==> config.mk <==
export PLATFORM = sky130hd
export DESIGN_NAME = asc_seq_control
export DESIGN_NICKNAME = d
export VERILOG_FILES = /design/src/include/asc_pkg.sv /design/src/asc_slot_counter.sv /design/src/asc_seq_control.sv
export VERILOG_INCLUDE_DIRS = /design/src /design/src/include
export SDC_FILE = /design/constraint.sdc
export NUM_CORES = 1
export LEC_CHECK = 0
export ABC_AREA = 1
export BUFFER_PORTS_ARGS = -buffer_cell sky130_fd_sc_hd__buf_2
export CAP_MARGIN = 20
export CORE_MARGIN = 5
export CORE_UTILIZATION = 43
export CTS_CLUSTER_SIZE = 16
export DETAILED_ROUTE_END_ITERATION = 7
export PLACE_DENSITY = 0.66
export SLEW_MARGIN = 20
export SYNTH_ARGS = -nofsm -noshare
export SYNTH_HDL_FRONTEND = slang
export SYNTH_SLANG_ARGS = --single-unit
==> constraint.sdc <==
create_clock -name clock -period 4.35 [get_ports clock]
set_input_delay 1.305 -clock clock [delete_from_list [all_inputs] [get_ports clock]]
set_output_delay 1.305 -clock clock [all_outputs]
set_load 0.005 [all_outputs]
==> src/include/asc_regs.svh <==
// Purpose: register indices, field positions and reset values of the sequence control
// Assumes: byte address on the bus is four times the register index
// Notes:   definitions only
`ifndef ASC_REGS_SVH
`define ASC_REGS_SVH

// ----------------------------------------------------------------
// register indices (byte address = index * 4)
// ----------------------------------------------------------------
`define ASC_IDX_CTL3    6'h03
`define ASC_IDX_MODE    6'h04
`define ASC_IDX_START   6'h05
`define ASC_IDX_STAT0   6'h06
`define ASC_IDX_CMP     6'h09
`define ASC_IDX_CCF     6'h0A
`define ASC_IDX_IRQ_ST  6'h0C
`define ASC_IDX_IRQ_MSK 6'h0D
`define ASC_IDX_RES_HI  3'h2

// ----------------------------------------------------------------
// fields and reset values
// ----------------------------------------------------------------
`define ASC_RES_MAX     8
`define ASC_CTL3_RST    8'h20
`define ASC_DJM_BIT     7
`define ASC_LEN_MSB     6
`define ASC_LEN_LSB     3
`define ASC_FIFO_BIT    2
`define ASC_FRZ_MSB     1
`define ASC_FRZ_LSB     0
`define ASC_FRZ_FINISH  2'h2
`define ASC_FRZ_STOP    2'h3
`define ASC_MODE_SCAN   0
`define ASC_MODE_MULT   1
`define ASC_MODE_EXT_TRIGGER_MODE_ENABLE 2
`define ASC_CMP_IE_BIT  8
`define ASC_IRQ_SEQ     0
`define ASC_IRQ_OVR     1

`endif

==> src/include/asc_pkg.sv <==
// Purpose: types of the sequence control
// Assumes: asc_regs.svh on the include path
// Notes:   result file sized for the largest supported depth
`include "asc_regs.svh"
package asc_pkg;

  typedef enum logic [2:0] {ASC_IDLE, ASC_ARMED, ASC_ISSUE, ASC_BUSY, ASC_HALT} asc_state_t;

  typedef struct packed {
    logic                              ack;
    logic [31:0]                       rdata;
    asc_state_t                        state;
    logic [7:0]                        ctl3;
    logic [2:0]                        mode;
    logic [3:0]                        start_ch;
    logic                              cmp_ie;
    logic [7:0]                        cmp_en;
    logic [7:0]                        ccf;
    logic [1:0]                        irq_st;
    logic [1:0]                        irq_msk;
    logic [`ASC_RES_MAX-1:0][15:0]     res;
    logic [3:0]                        seq_idx;
    logic                              stop_pend;
    logic                              stop_d;
    logic                              conv_start;
    logic                              conv_abort;
    logic [3:0]                        chan;
    logic                              trig_s1;
    logic                              trig_s2;
    logic                              trig_s3;
    logic                              trig_lvl;
  } asc_ctrl_t;

  typedef struct packed {
    logic [3:0] count;
  } asc_cnt_t;

endpackage

==> src/asc_slot_counter.sv <==
// Purpose: result slot counter, names the result register for the next result
// Assumes: limit between 1 and 16
// Notes:   clear beats advance
`timescale 1ns/1ps
module asc_slot_counter (
  input  wire logic       clock,
  input  wire logic       sys_rst,
  input  wire logic       clear,
  input  wire logic       advance,
  input  wire logic [4:0] limit,
  output logic      [3:0] count
);

  asc_pkg::asc_cnt_t cnt_r;
  asc_pkg::asc_cnt_t cnt_nxt;

  // ----------------------------------------------------------------
  // next value
  // ----------------------------------------------------------------
  always_comb begin
    cnt_nxt = cnt_r;
    if (clear) begin
      cnt_nxt.count = 4'h0;
    end else if (advance) begin
      if ({1'b0, cnt_r.count} >= limit - 5'h01) begin
        cnt_nxt.count = 4'h0;
      end else begin
        cnt_nxt.count = cnt_r.count + 4'h1;
      end
    end
  end

  always_ff @(posedge clock) begin
    if (sys_rst) begin
      cnt_r <= '0;
    end else begin
      cnt_r <= cnt_nxt;
    end
  end

  assign count = cnt_r.count;
endmodule

==> src/asc_seq_control.sv <==
// Purpose: sequence control of a 10-bit converter behind an Avalon-MM slave
// Assumes: converter core and mode inputs share the bus clock; trigger is a pin
// Notes:   one wait cycle on every bus access
// Function
// - single or continuous, one or many channels
// - stop aborts; exit restarts, clearing flags
// - run and wait behave the same
// - freeze: continue, finish or stop
// - control three write aborts the sequence
// - bit 7 picks left or right justify
// - bits 6-3 length, reset length four
// - non-FIFO: result lands by sequence position
// - FIFO: counter kept across sequences
// - FIFO scanning wraps at result file end
// - status zero shows the slot counter
// - abort or start clears the slot counter
// - FIFO disables automatic compare
// - bits 1-0 hold the freeze response
// - start write begins sequence, clears flags
// - external trigger: start write only arms
//
// Design decision made here: the Avalon-MM interface to the registers.
`timescale 1ns/1ps
`include "asc_regs.svh"
module asc_seq_control #(
  parameter int RES_DEPTH = `ASC_RES_MAX
) (
  input  wire logic        clock,
  input  wire logic        sys_rst,
  input  wire logic [7:0]  avs_address,
  input  wire logic        avs_read,
  input  wire logic        avs_write,
  input  wire logic [31:0] avs_writedata,
  input  wire logic [3:0]  avs_byteenable,
  output logic      [31:0] avs_readdata,
  output logic             avs_waitrequest,
  input  wire logic        stop_mode,
  input  wire logic        freeze_mode,
  input  wire logic        ext_trigger,
  input  wire logic        conv_done,
  input  wire logic [9:0]  conv_result,
  output logic             conv_start,
  output logic             conv_abort,
  output logic      [3:0]  conv_channel,
  output logic             cmp_irq_en_eff,
  output logic      [7:0]  cmp_en_eff,
  output logic             irq
);

  generate
    if (RES_DEPTH < 2 || RES_DEPTH > `ASC_RES_MAX) begin : g_bad_depth
      $error("RES_DEPTH out of range");
    end
  endgenerate

  localparam asc_pkg::asc_ctrl_t CTRL_RST = '{ctl3: `ASC_CTL3_RST, state: asc_pkg::ASC_IDLE, default: '0};
  localparam logic [4:0] DEPTH5 = 5'(RES_DEPTH);

  asc_pkg::asc_ctrl_t st_r;
  asc_pkg::asc_ctrl_t st_nxt;
  logic [3:0]  slot;
  logic [4:0]  seq_len;
  logic [4:0]  slot_lim;
  logic [31:0] rd_word;
  logic [5:0]  idx;
  logic        acc_wr;
  logic        acc_rd;
  logic        wr_lo;
  logic        wr_ctl3;
  logic        wr_start;
  logic        fifo;
  logic        scan;
  logic        mult;
  logic        ext_trigger_mode_enable;
  logic [1:0]  frz;
  logic        frz_stop_now;
  logic        trig_rise;
  logic        stop_rise;
  logic        stop_fall;
  logic        abort;
  logic        restart;
  logic        store;
  logic        last;
  logic        seq_begin;
  logic        slot_clr;
  logic [1:0]  irq_ev;

  // ----------------------------------------------------------------
  // decoding helpers
  // ----------------------------------------------------------------
  // zero or a length above the result file runs the whole file
  function automatic logic [4:0] seq_len_of(input logic [7:0] ctl3);
    logic [3:0] n;
    n = ctl3[`ASC_LEN_MSB:`ASC_LEN_LSB];
    if (n == 4'h0 || {1'b0, n} > DEPTH5) begin
      seq_len_of = DEPTH5;
    end else begin
      seq_len_of = {1'b0, n};
    end
  endfunction

  function automatic logic [15:0] justify(input logic [9:0] d, input logic right);
    justify = right ? {6'h00, d} : {d, 6'h00};
  endfunction

  // ----------------------------------------------------------------
  // bus access and events
  // ----------------------------------------------------------------
  assign idx             = avs_address[7:2];
  assign avs_waitrequest = ~st_r.ack;
  assign acc_wr          = avs_write & st_r.ack;
  assign acc_rd          = avs_read & st_r.ack;
  assign wr_lo           = acc_wr & avs_byteenable[0];
  assign wr_ctl3         = wr_lo & (idx == `ASC_IDX_CTL3);
  assign wr_start        = wr_lo & (idx == `ASC_IDX_START);

  assign fifo   = st_r.ctl3[`ASC_FIFO_BIT];
  assign frz    = st_r.ctl3[`ASC_FRZ_MSB:`ASC_FRZ_LSB];
  assign scan   = st_r.mode[`ASC_MODE_SCAN];
  assign mult   = st_r.mode[`ASC_MODE_MULT];
  assign ext_trigger_mode_enable = st_r.mode[`ASC_MODE_EXT_TRIGGER_MODE_ENABLE];

  assign seq_len      = seq_len_of(st_r.ctl3);
  assign frz_stop_now = freeze_mode & (frz == `ASC_FRZ_STOP);
  // a new level counts only once the two late stages agree
  assign trig_rise    = st_r.trig_s2 & st_r.trig_s3 & ~st_r.trig_lvl;
  assign stop_rise    = stop_mode & ~st_r.stop_d;
  assign stop_fall    = ~stop_mode & st_r.stop_d;
  assign abort        = wr_ctl3 | stop_rise;
  assign restart      = (wr_start & ~stop_mode) | (stop_fall & st_r.stop_pend);
  assign store        = (st_r.state == asc_pkg::ASC_BUSY) & conv_done & ~frz_stop_now;
  assign last         = store & ({1'b0, st_r.seq_idx} == seq_len - 5'h01);
  assign seq_begin    = ((st_r.state == asc_pkg::ASC_ARMED) & trig_rise) | (last & scan & ~ext_trigger_mode_enable);
  // in FIFO mode only abort or start resets the slot
  assign slot_clr     = restart | abort | (seq_begin & ~fifo);
  assign slot_lim     = fifo ? DEPTH5 : seq_len;

  assign irq_ev[`ASC_IRQ_SEQ] = last;
  assign irq_ev[`ASC_IRQ_OVR] = ext_trigger_mode_enable & trig_rise & (st_r.state inside
                                {asc_pkg::ASC_ISSUE, asc_pkg::ASC_BUSY, asc_pkg::ASC_HALT});

  asc_slot_counter u_slot (
    .clock   (clock),
    .sys_rst (sys_rst),
    .clear   (slot_clr),
    .advance (store),
    .limit   (slot_lim),
    .count   (slot)
  );

  // ----------------------------------------------------------------
  // read mux
  // ----------------------------------------------------------------
  always_comb begin
    case (idx)
      `ASC_IDX_CTL3:    rd_word = {24'h000000, st_r.ctl3};
      `ASC_IDX_MODE:    rd_word = {29'h00000000, st_r.mode};
      `ASC_IDX_START:   rd_word = {28'h0000000, st_r.start_ch};
      `ASC_IDX_STAT0:   rd_word = {23'h000000, st_r.state != asc_pkg::ASC_IDLE, 4'h0, slot};
      `ASC_IDX_CMP:     rd_word = {23'h000000, st_r.cmp_ie, st_r.cmp_en};
      `ASC_IDX_CCF:     rd_word = {24'h000000, st_r.ccf};
      `ASC_IDX_IRQ_ST:  rd_word = {30'h00000000, st_r.irq_st};
      `ASC_IDX_IRQ_MSK: rd_word = {30'h00000000, st_r.irq_msk};
      default: begin
        if (idx[5:3] == `ASC_IDX_RES_HI && {2'h0, idx[2:0]} < DEPTH5) begin
          rd_word = {16'h0000, st_r.res[idx[2:0]]};
        end else begin
          rd_word = 32'h00000000;
        end
      end
    endcase
  end

  // ----------------------------------------------------------------
  // next state
  // ----------------------------------------------------------------
  always_comb begin
    st_nxt            = st_r;
    st_nxt.ack        = (avs_read | avs_write) & ~st_r.ack;
    st_nxt.conv_start = 1'b0;
    st_nxt.conv_abort = 1'b0;
    st_nxt.stop_d     = stop_mode;
    st_nxt.trig_s1    = ext_trigger;
    st_nxt.trig_s2    = st_r.trig_s1;
    st_nxt.trig_s3    = st_r.trig_s2;
    if (st_r.trig_s2 == st_r.trig_s3) begin
      st_nxt.trig_lvl = st_r.trig_s3;
    end
    if (avs_read & ~st_r.ack) begin
      st_nxt.rdata = rd_word;
    end

    // register writes
    if (wr_ctl3) begin
      st_nxt.ctl3 = avs_writedata[7:0];
    end
    if (wr_lo && idx == `ASC_IDX_MODE) begin
      st_nxt.mode = avs_writedata[2:0];
    end
    if (wr_start) begin
      st_nxt.start_ch = avs_writedata[3:0];
    end
    if (wr_lo && idx == `ASC_IDX_CMP) begin
      st_nxt.cmp_en = avs_writedata[7:0];
    end
    if (acc_wr && avs_byteenable[1] && idx == `ASC_IDX_CMP) begin
      st_nxt.cmp_ie = avs_writedata[`ASC_CMP_IE_BIT];
    end
    if (wr_lo && idx == `ASC_IDX_CCF) begin
      st_nxt.ccf = st_r.ccf & ~avs_writedata[7:0];
    end
    if (wr_lo && idx == `ASC_IDX_IRQ_MSK) begin
      st_nxt.irq_msk = avs_writedata[1:0];
    end
    // read clears, a new event in the same cycle survives
    st_nxt.irq_st = ((acc_rd && idx == `ASC_IDX_IRQ_ST) ? 2'h0 : st_r.irq_st) | irq_ev;

    // sequencer; wait mode has no input, so run and wait are alike
    case (st_r.state)
      asc_pkg::ASC_IDLE: begin
      end
      asc_pkg::ASC_ARMED: begin
        if (trig_rise) begin
          st_nxt.seq_idx = 4'h0;
          st_nxt.state   = asc_pkg::ASC_ISSUE;
        end
      end
      asc_pkg::ASC_ISSUE: begin
        if (freeze_mode && frz[1]) begin
          st_nxt.state = asc_pkg::ASC_HALT;
        end else begin
          st_nxt.conv_start = 1'b1;
          st_nxt.chan       = st_r.start_ch + (mult ? st_r.seq_idx : 4'h0);
          st_nxt.state      = asc_pkg::ASC_BUSY;
        end
      end
      asc_pkg::ASC_BUSY: begin
        if (frz_stop_now) begin
          // the half-done sample is dropped, the same position runs again
          st_nxt.conv_abort = 1'b1;
          st_nxt.state      = asc_pkg::ASC_HALT;
        end else if (conv_done) begin
          st_nxt.res[slot[2:0]] = justify(conv_result, st_r.ctl3[`ASC_DJM_BIT]);
          st_nxt.ccf[slot[2:0]] = 1'b1;
          st_nxt.seq_idx        = st_r.seq_idx + 4'h1;
          if (last) begin
            st_nxt.seq_idx = 4'h0;
            if (ext_trigger_mode_enable) begin
              st_nxt.state = asc_pkg::ASC_ARMED;
            end else if (scan) begin
              st_nxt.state = asc_pkg::ASC_ISSUE;
            end else begin
              st_nxt.state = asc_pkg::ASC_IDLE;
            end
          end else if (freeze_mode && frz == `ASC_FRZ_FINISH) begin
            st_nxt.state = asc_pkg::ASC_HALT;
          end else begin
            st_nxt.state = asc_pkg::ASC_ISSUE;
          end
        end
      end
      asc_pkg::ASC_HALT: begin
        if (!freeze_mode) begin
          st_nxt.state = asc_pkg::ASC_ISSUE;
        end
      end
      default: begin
        st_nxt.state = asc_pkg::ASC_IDLE;
      end
    endcase

    // a fresh start clears the flags even against a completion
    if (restart) begin
      st_nxt.ccf       = 8'h00;
      st_nxt.seq_idx   = 4'h0;
      st_nxt.stop_pend = 1'b0;
      st_nxt.state     = ext_trigger_mode_enable ? asc_pkg::ASC_ARMED : asc_pkg::ASC_ISSUE;
      st_nxt.conv_start = 1'b0;                               // no stale pulse escapes a restart
      st_nxt.conv_abort = (st_r.state == asc_pkg::ASC_BUSY);
    end
    if (wr_start && stop_mode) begin
      st_nxt.stop_pend = 1'b1;
    end
    if (abort) begin
      st_nxt.conv_start = 1'b0;
      st_nxt.conv_abort = (st_r.state == asc_pkg::ASC_BUSY);
      st_nxt.seq_idx    = 4'h0;
      st_nxt.state      = asc_pkg::ASC_IDLE;
    end
    if (stop_rise) begin
      st_nxt.stop_pend = (st_r.state != asc_pkg::ASC_IDLE);
    end
  end

  always_ff @(posedge clock) begin
    if (sys_rst) begin
      st_r <= CTRL_RST;
    end else begin
      st_r <= st_nxt;
    end
  end

  // ----------------------------------------------------------------
  // outputs
  // ----------------------------------------------------------------
  assign avs_readdata   = st_r.rdata;
  assign conv_start     = st_r.conv_start;
  assign conv_abort     = st_r.conv_abort;
  assign conv_channel   = st_r.chan;
  assign cmp_irq_en_eff = st_r.cmp_ie & ~fifo;
  assign cmp_en_eff     = st_r.cmp_en & {8{~fifo}};
  assign irq            = |(st_r.irq_st & st_r.irq_msk);

  // ----------------------------------------------------------------
  // checks
  // ----------------------------------------------------------------
  logic       chk_store_q;
  logic [2:0] chk_slot_q;
  logic [9:0] chk_data_q;
  logic       chk_djm_q;

  always_ff @(posedge clock) begin
    chk_store_q <= store & ~abort & ~sys_rst;
    chk_slot_q  <= slot[2:0];
    chk_data_q  <= conv_result;
    chk_djm_q   <= st_r.ctl3[`ASC_DJM_BIT];
  end
endmodule

Yosys cells after proc, flatten, opt, wreduce, memory -nomap -nowiden --
Cells that the tools add are included.
Word-level totals: logic and storage cells 181, bits of input ports 62, memories 0, bits in latches 0, bits in writable memories 0, output and inout bits 49, register bits 220, ROM bits 0
Operators by class: bitwise logic cells 45, equality and inequality tests 24, div/mod/pow operators 0, reduce and logical (&&, ||, !) cells 28, shift operators 0, multiply operators 0, $add $sub $neg 5, order comparisons 5, multiplexer cells 44
Operators by type and width (count):
- bitwise mux 128 bit | 1
- one-hot mux 16 bit (8 select lines) | 1
- two-way mux 16 bit | 4
- binary-select mux 16 bit (select 3 bit) | 1
- demux 16 bit (select 3 bit) | 1
- two-way mux 8 bit | 4
- two-way mux 4 bit | 7
- bitwise AND 1 bit | 24
- == test 6 x 4 -> 1 bit (second input constant) | 4
- two-way mux 3 bit | 8
- == test 6 x 3 -> 1 bit (second input constant) | 3
- bitwise AND 8 bit | 2
- one-hot mux 3 bit (5 select lines) | 1
- logical AND 1 bit | 11
- subtractor 5 x 1 -> 5 bit (second input constant) | 2
- == test 3 x 2 -> 1 bit (second input constant) | 3
- two-way mux 1 bit | 9
- NOT 1 bit | 9
- nonzero test 3 bit | 3
- adder 4 x 1 -> 4 bit (second input constant) | 2
- less-than comparator 3 x 4 -> 1 bit (second input constant) | 2
- two-way mux 2 bit | 4
- != test 2 bit (second input constant) | 4
- NOT 8 bit | 1
- other kinds (29) | 40

Depth between registers and ports, before layout --
depth in word-level cells 12, gate-level depth with buffers 16, gate-level depth less buffers 16

Cells and area by module --
Synthesis repeated with hierarchy kept, for this count alone.
Unflattened totals: cells, all modules 1238, area, all modules 9404.0 um2
Modules (own cells, without submodules):
- asc_seq_control | seq. area each 4003.8 um2, area an instance 9033.7 um2, instances 1, cells each 1183
- asc_slot_counter | seq. area each 80.1 um2, area an instance 370.4 um2, instances 1, cells each 55

Worst setup path after synthesis --
Ideal clock, no wire load.
path kind input to register, start point input port avs_address[7], end point register st_r[181] (netlist name), path buffers 0, arrival time 2314 ps, setup slack 1918 ps, data required time 4233 ps, stages 10, cell sequence nor2_4 -> nand3_2 -> nor2_4 -> nand2_2 -> o21ai_4 -> a21oi_1 -> nand2_1 -> o21ai_1 -> inv_1 -> a21oi_1
On the way: cells in the longest elaborated chain, start to end 6, elaborated cells on any way between the ends 14
Ends and longest elaborated chain:
- start: declaration | line asc_seq_control.sv:30 | input wire logic [7:0] avs_address,
- == test 6 x 3 -> 1 bit
- bitwise AND 1 bit | line asc_seq_control.sv:115 | assign wr_start = wr_lo & (idx == `ASC_IDX_START);
- bitwise AND 1 bit | line asc_seq_control.sv:130 | assign restart = (wr_start & ~stop_mode) | (stop_fall & st_r.stop_pend);
- bitwise OR 1 bit | line asc_seq_control.sv:130
- != test 4 bit (no line) (tied with other cells)
- AND reduction 4 bit (no line)
- end signal: assignment | line asc_seq_control.sv:299 | st_r <= st_nxt;
- end: declaration | line asc_seq_control.sv:59 | asc_pkg::asc_ctrl_t st_r;
Parallel ways exist; a longest one is shown, timed or not. A chain may end at the register's enable or synchronous reset.

Worst setup path in the final report --
start point input port avs_address[2], end point register st_r[155] (netlist name)
On the way: cells in the longest elaborated chain, start to end 7, elaborated cells on any way between the ends 12
Ends and longest elaborated chain:
- == test 6 x 4 -> 1 bit
- logical AND 1 bit (no line)
- two-way mux 8 bit | line asc_seq_control.sv:209 | if (wr_lo && idx == `ASC_IDX_CCF) begin
- bitwise OR 8 bit (no line)
- two-way mux 8 bit | line asc_seq_control.sv:242 | end else if (conv_done) begin
- two-way mux 8 bit | line asc_seq_control.sv:238 | if (frz_stop_now) begin
- two-way mux 8 bit | line asc_seq_control.sv:219 | case (st_r.state)
Parallel ways exist; a longest one is shown, timed or not.

==> impl_metrics.py <==
metrics = {
    "cts": {
        "clk_latency_ns": 0.51,
        "cts_buffers": 23,
        "clk_pin_slew_ns": 0.06,
        "post_cts_resized": 0,
        "cts_tree": "yes",
        "clock-sinks": 204,
        "htreeDepth": 1,
        "cts_buffer_depth": 3,
        "cts_hold_buffers": 0,
        "post_cts_buffers": 0,
        "cts-root-buf": "clkbuf_16",
    },
    "run": {
        "drv_cap": 0,
    },
    "drt": {
        "via_per_inst": 5.37,
        "vias": 8331,
        "routedWlPerCell_um": 17.4,
        "routed_wl_um": 27000,
        "route.detailed.drc": 0,
        "firstDrtPassIters": 5,
        "drtAntennaViolNets": 0,
        "drtIter0Drc": 831,
    },
    "place": {
        "io_buffers": 67,
        "place_congestion": 0.871,
        "hpwl_um": 17600,
    },
    "power_and_ir_drop": {
        "p_clk_share_pct": 47.4,
        "switchingPower_mw": 0.937,
        "internal_power_mw": 2.98,
        "p_sw_share_pct": 23.9,
        "irDropWorstVdd_mv": 0.248,
        "powerDensity_nw_per_um2": 372,
        "power_frac_seq_pct": 48.0,
        "combPwrFrac_pct": 4.7,
        "leakage_nw": 4.25,
        "power_mw": 3.91,
    },
    "critical_path": {
        "crit_path_max_fanout": 25,
        "critPathLaunchType": "input port",
        "worstRegToRegCells": 11,
        "required_ns": 4.73,
        "r2r_slack_ns": 1.87,
        "path_class": "in2reg",
        "cp.arrival_ns": 3.34,
        "cp-end-kind": "flip-flop",
    },
    "timing": {
        "timing.fmax_ghz": 0.338,
        "drv_slew": 0,
        "fin_crit_sh_pct": 68.0,
        "hold_viol_final": 0,
        "rsz0062_at_grt": "no",
        "setup_viol": 0,
        "timing.hold.ws_ns": 0.414,
        "worst_slew_pin_slew_ns": 0.761,
        "setup_tns_ns": 0,
        "min_period_ns": 2.96,
        "finClkSkew_ns": 0.0139,
        "maxSlewHeadroom_pct": 49.3,
    },
    "hold_path": {
        "worstHoldPathType": "reg2reg",
        "worstHoldPathCells": 2,
    },
    "cells_and_area": {
        "multi_input_area_um2": 4390,
        "drive_above_1_share_pct": 13.9,
        "area_delta_synth_final_pct": 9.97,
        "final-seq-area_um2": 4080,
        "antenna_cells": 0,
        "nNetsFinal": 1330,
        "fill_cells": 2149,
    },
    "synth": {
        "ys.flop_type": "dfxtp_1",
        "ys_ff_latch": 204,
        "syn-cell-area_um2": 9580,
        "ys_seq_area_share_pct": 42.6,
        "synthDistinctLibCells": 51,
        "synth_edf_count": 0,
        "yosys_warnings": 0,
        "synthCells": 1232,
        "synth-async-reset-ratio_pct": 0,
        "avgSynthCellArea_um2": 7.78,
    },
    "die": {
        "std_cell_rows": 54,
        "core_area_um2": 21900,
        "die_area_um2": 25400,
        "die_h_um": 159,
        "start_util_pct": 43.8,
        "die_w_um": 159,
        "boundaryPins": 111,
    },
    "global_route": {
        "grt_use_total_pct": 20.5,
        "grt.overflow.total": 0,
        "antenna_found_initial": 0,
        "grt_first_pass_wirelength_um": 42900,
        "grt_max_degree": 139,
        "grt_pass1_vias": 7775,
    },
    "outcome": {
        "outcome": "finished, final reports clean",
    },
}
-- metal layers --
layer | up-vias | global-route usage (%) | routed length (um)
met5 | - | 0 | 0
met4 | 0 | 6.01 | 594
met3 | 46 | 3.47 | 1820
met2 | 243 | 31.8 | 12100
met1 | 3863 | 29.3 | 12500
li1 | 4179 | - | -
-- path summary, 6_finish.rpt --
check                       start                           end
max                avs_address[2]          st_r[155]$_SDFF_PP0_
min reg2reg  st_nxt[2]$_SDFF_PP0_          st_nxt[1]$_SDFF_PP0_
max reg2reg     fifo$_SDFFE_PP0P_  u_slot.count[2]$_SDFFE_PP0P_
min          st_nxt[2]$_SDFF_PP0_          st_nxt[1]$_SDFF_PP0_
-- critical path, stage by stage --
cell	delay [ns]
buf_2	0.14
inv_1	0.06
nand2_1	0.33
inv_2	0.60
nand4_1	0.18
inv_2	0.20
nand2_1	0.21
o21ai_0	0.21
a21oi_1	0.09
-- registers in the layout, summed over array words and instances, names as in the netlist, 2 cells and up --
signal	count
u_slot.count	4
avs_readdata	16
st_r	170
conv_channel	4
st_nxt	2
frz	2
-- cells in the mapped netlist, types with 2 or more instances --
cell type  number  share of area (%)
o221ai_1        4               0.37
nor2_1         85                3.3
nor2_2          4               0.26
buf_2          14               0.73
a22oi_1        27                2.1
a21oi_1       178                9.3
o311ai_0        2               0.18
mux2i_1         2               0.21
inv_4           3               0.20
o21ai_1        16               0.84
clkbuf_1       29                1.1
nand4_4         2               0.44
a41oi_1         4               0.37
ha_1           12                1.6
o21ai_0       159                8.3
nor2_8          7                1.5
buf_4          41                3.2
o211ai_1        4               0.31
dfxtp_1       204                 43
nand3_1        29                1.5
nand4_1         5               0.33
o31ai_1         3               0.24
a211oi_1        6               0.47
a311oi_1        2               0.18
nor2_4          6               0.71
nand2_1       155                6.1
xor2_1          8               0.73
nand2_2         3               0.20
o2111ai_1       6               0.55
inv_1         131                5.1
o22ai_1        12               0.78
a31oi_1         6               0.39
inv_2          12               0.47
buf_6          10                1.2
conb_1          2              0.078
a221oi_1        2               0.18
a211oi_2       15                2.0
nor3_1          7               0.37
nand3_2         3               0.31
-- cells by family after synthesis --
kind of cell,Yosys count,share of synthesized area [%]
xor+xnor,8,0.731
fa+ha+maj,13,1.78
mux,2,0.209
compound gates,450,27.0
other cells,2,0.0784
buf+inv,242,12.1
flops,204,42.6
simple gates,311,15.5
-- power by group through the flow --
stage | clock network, mW | logic, mW | registers (mW)
6_report | 1.85 | 0.182 | 1.88
5_1_grt | 1.97 | 0.196 | 1.88
4_1_cts | 1.88 | 0.179 | 1.88
3_5_place_dp | 0 | 0.178 | 1.92
3_3_place_gp | 0 | 0.178 | 1.92
2_1_floorplan | 0 | 0.117 | 1.92
-- cell usage in the layout (no fill, tap or decap), types with 7 or more instances in the layout --
master	count
a211oi_2	15
a21oi_1	178
a22oi_1	27
buf_2	67
buf_4	10
clkbuf_16	23
conb_1	17
dfxtp_1	204
ha_1	12
inv_1	130
inv_2	13
nand2_1	155
nand3_1	29
nor2_1	85
nor2_8	7
nor3_1	7
o21ai_0	159
o21ai_1	16
o22ai_1	12
xor2_1	8
-- layout make-up --
cell class | instances | share of cell area [%]
Timing Repair Buffer | 78 | 4.09
Sequential cell | 204 | 38.8
Multi-Input combinational cell | 801 | 41.7
Clock inverter | 10 | 0.582
Clock buffer | 32 | 6.26
Tap cell | 280 | 3.33
Inverter | 147 | 5.31
-- per-stage QoR --
| stage | setup WS [ns] | utilization (%) | instance area [um^2] | cells |
|---|---|---|---|---|
| 2_1_floorplan | 1.92 | - | 9640 | 1247 |
| 3_3_place_gp | 0.918 | 44.8 | 9810 | 1510 |
| 3_5_place_dp | 0.898 | 44.8 | 9810 | 1510 |
| 4_1_cts | 1.44 | 48.1 | 10500 | 1552 |
| 5_1_grt | 1.20 | 48.1 | 10500 | 1552 |
| 6_report | 1.39 | 48.1 | 10500 | 1552 |
(Power assumes the default switching activity.)
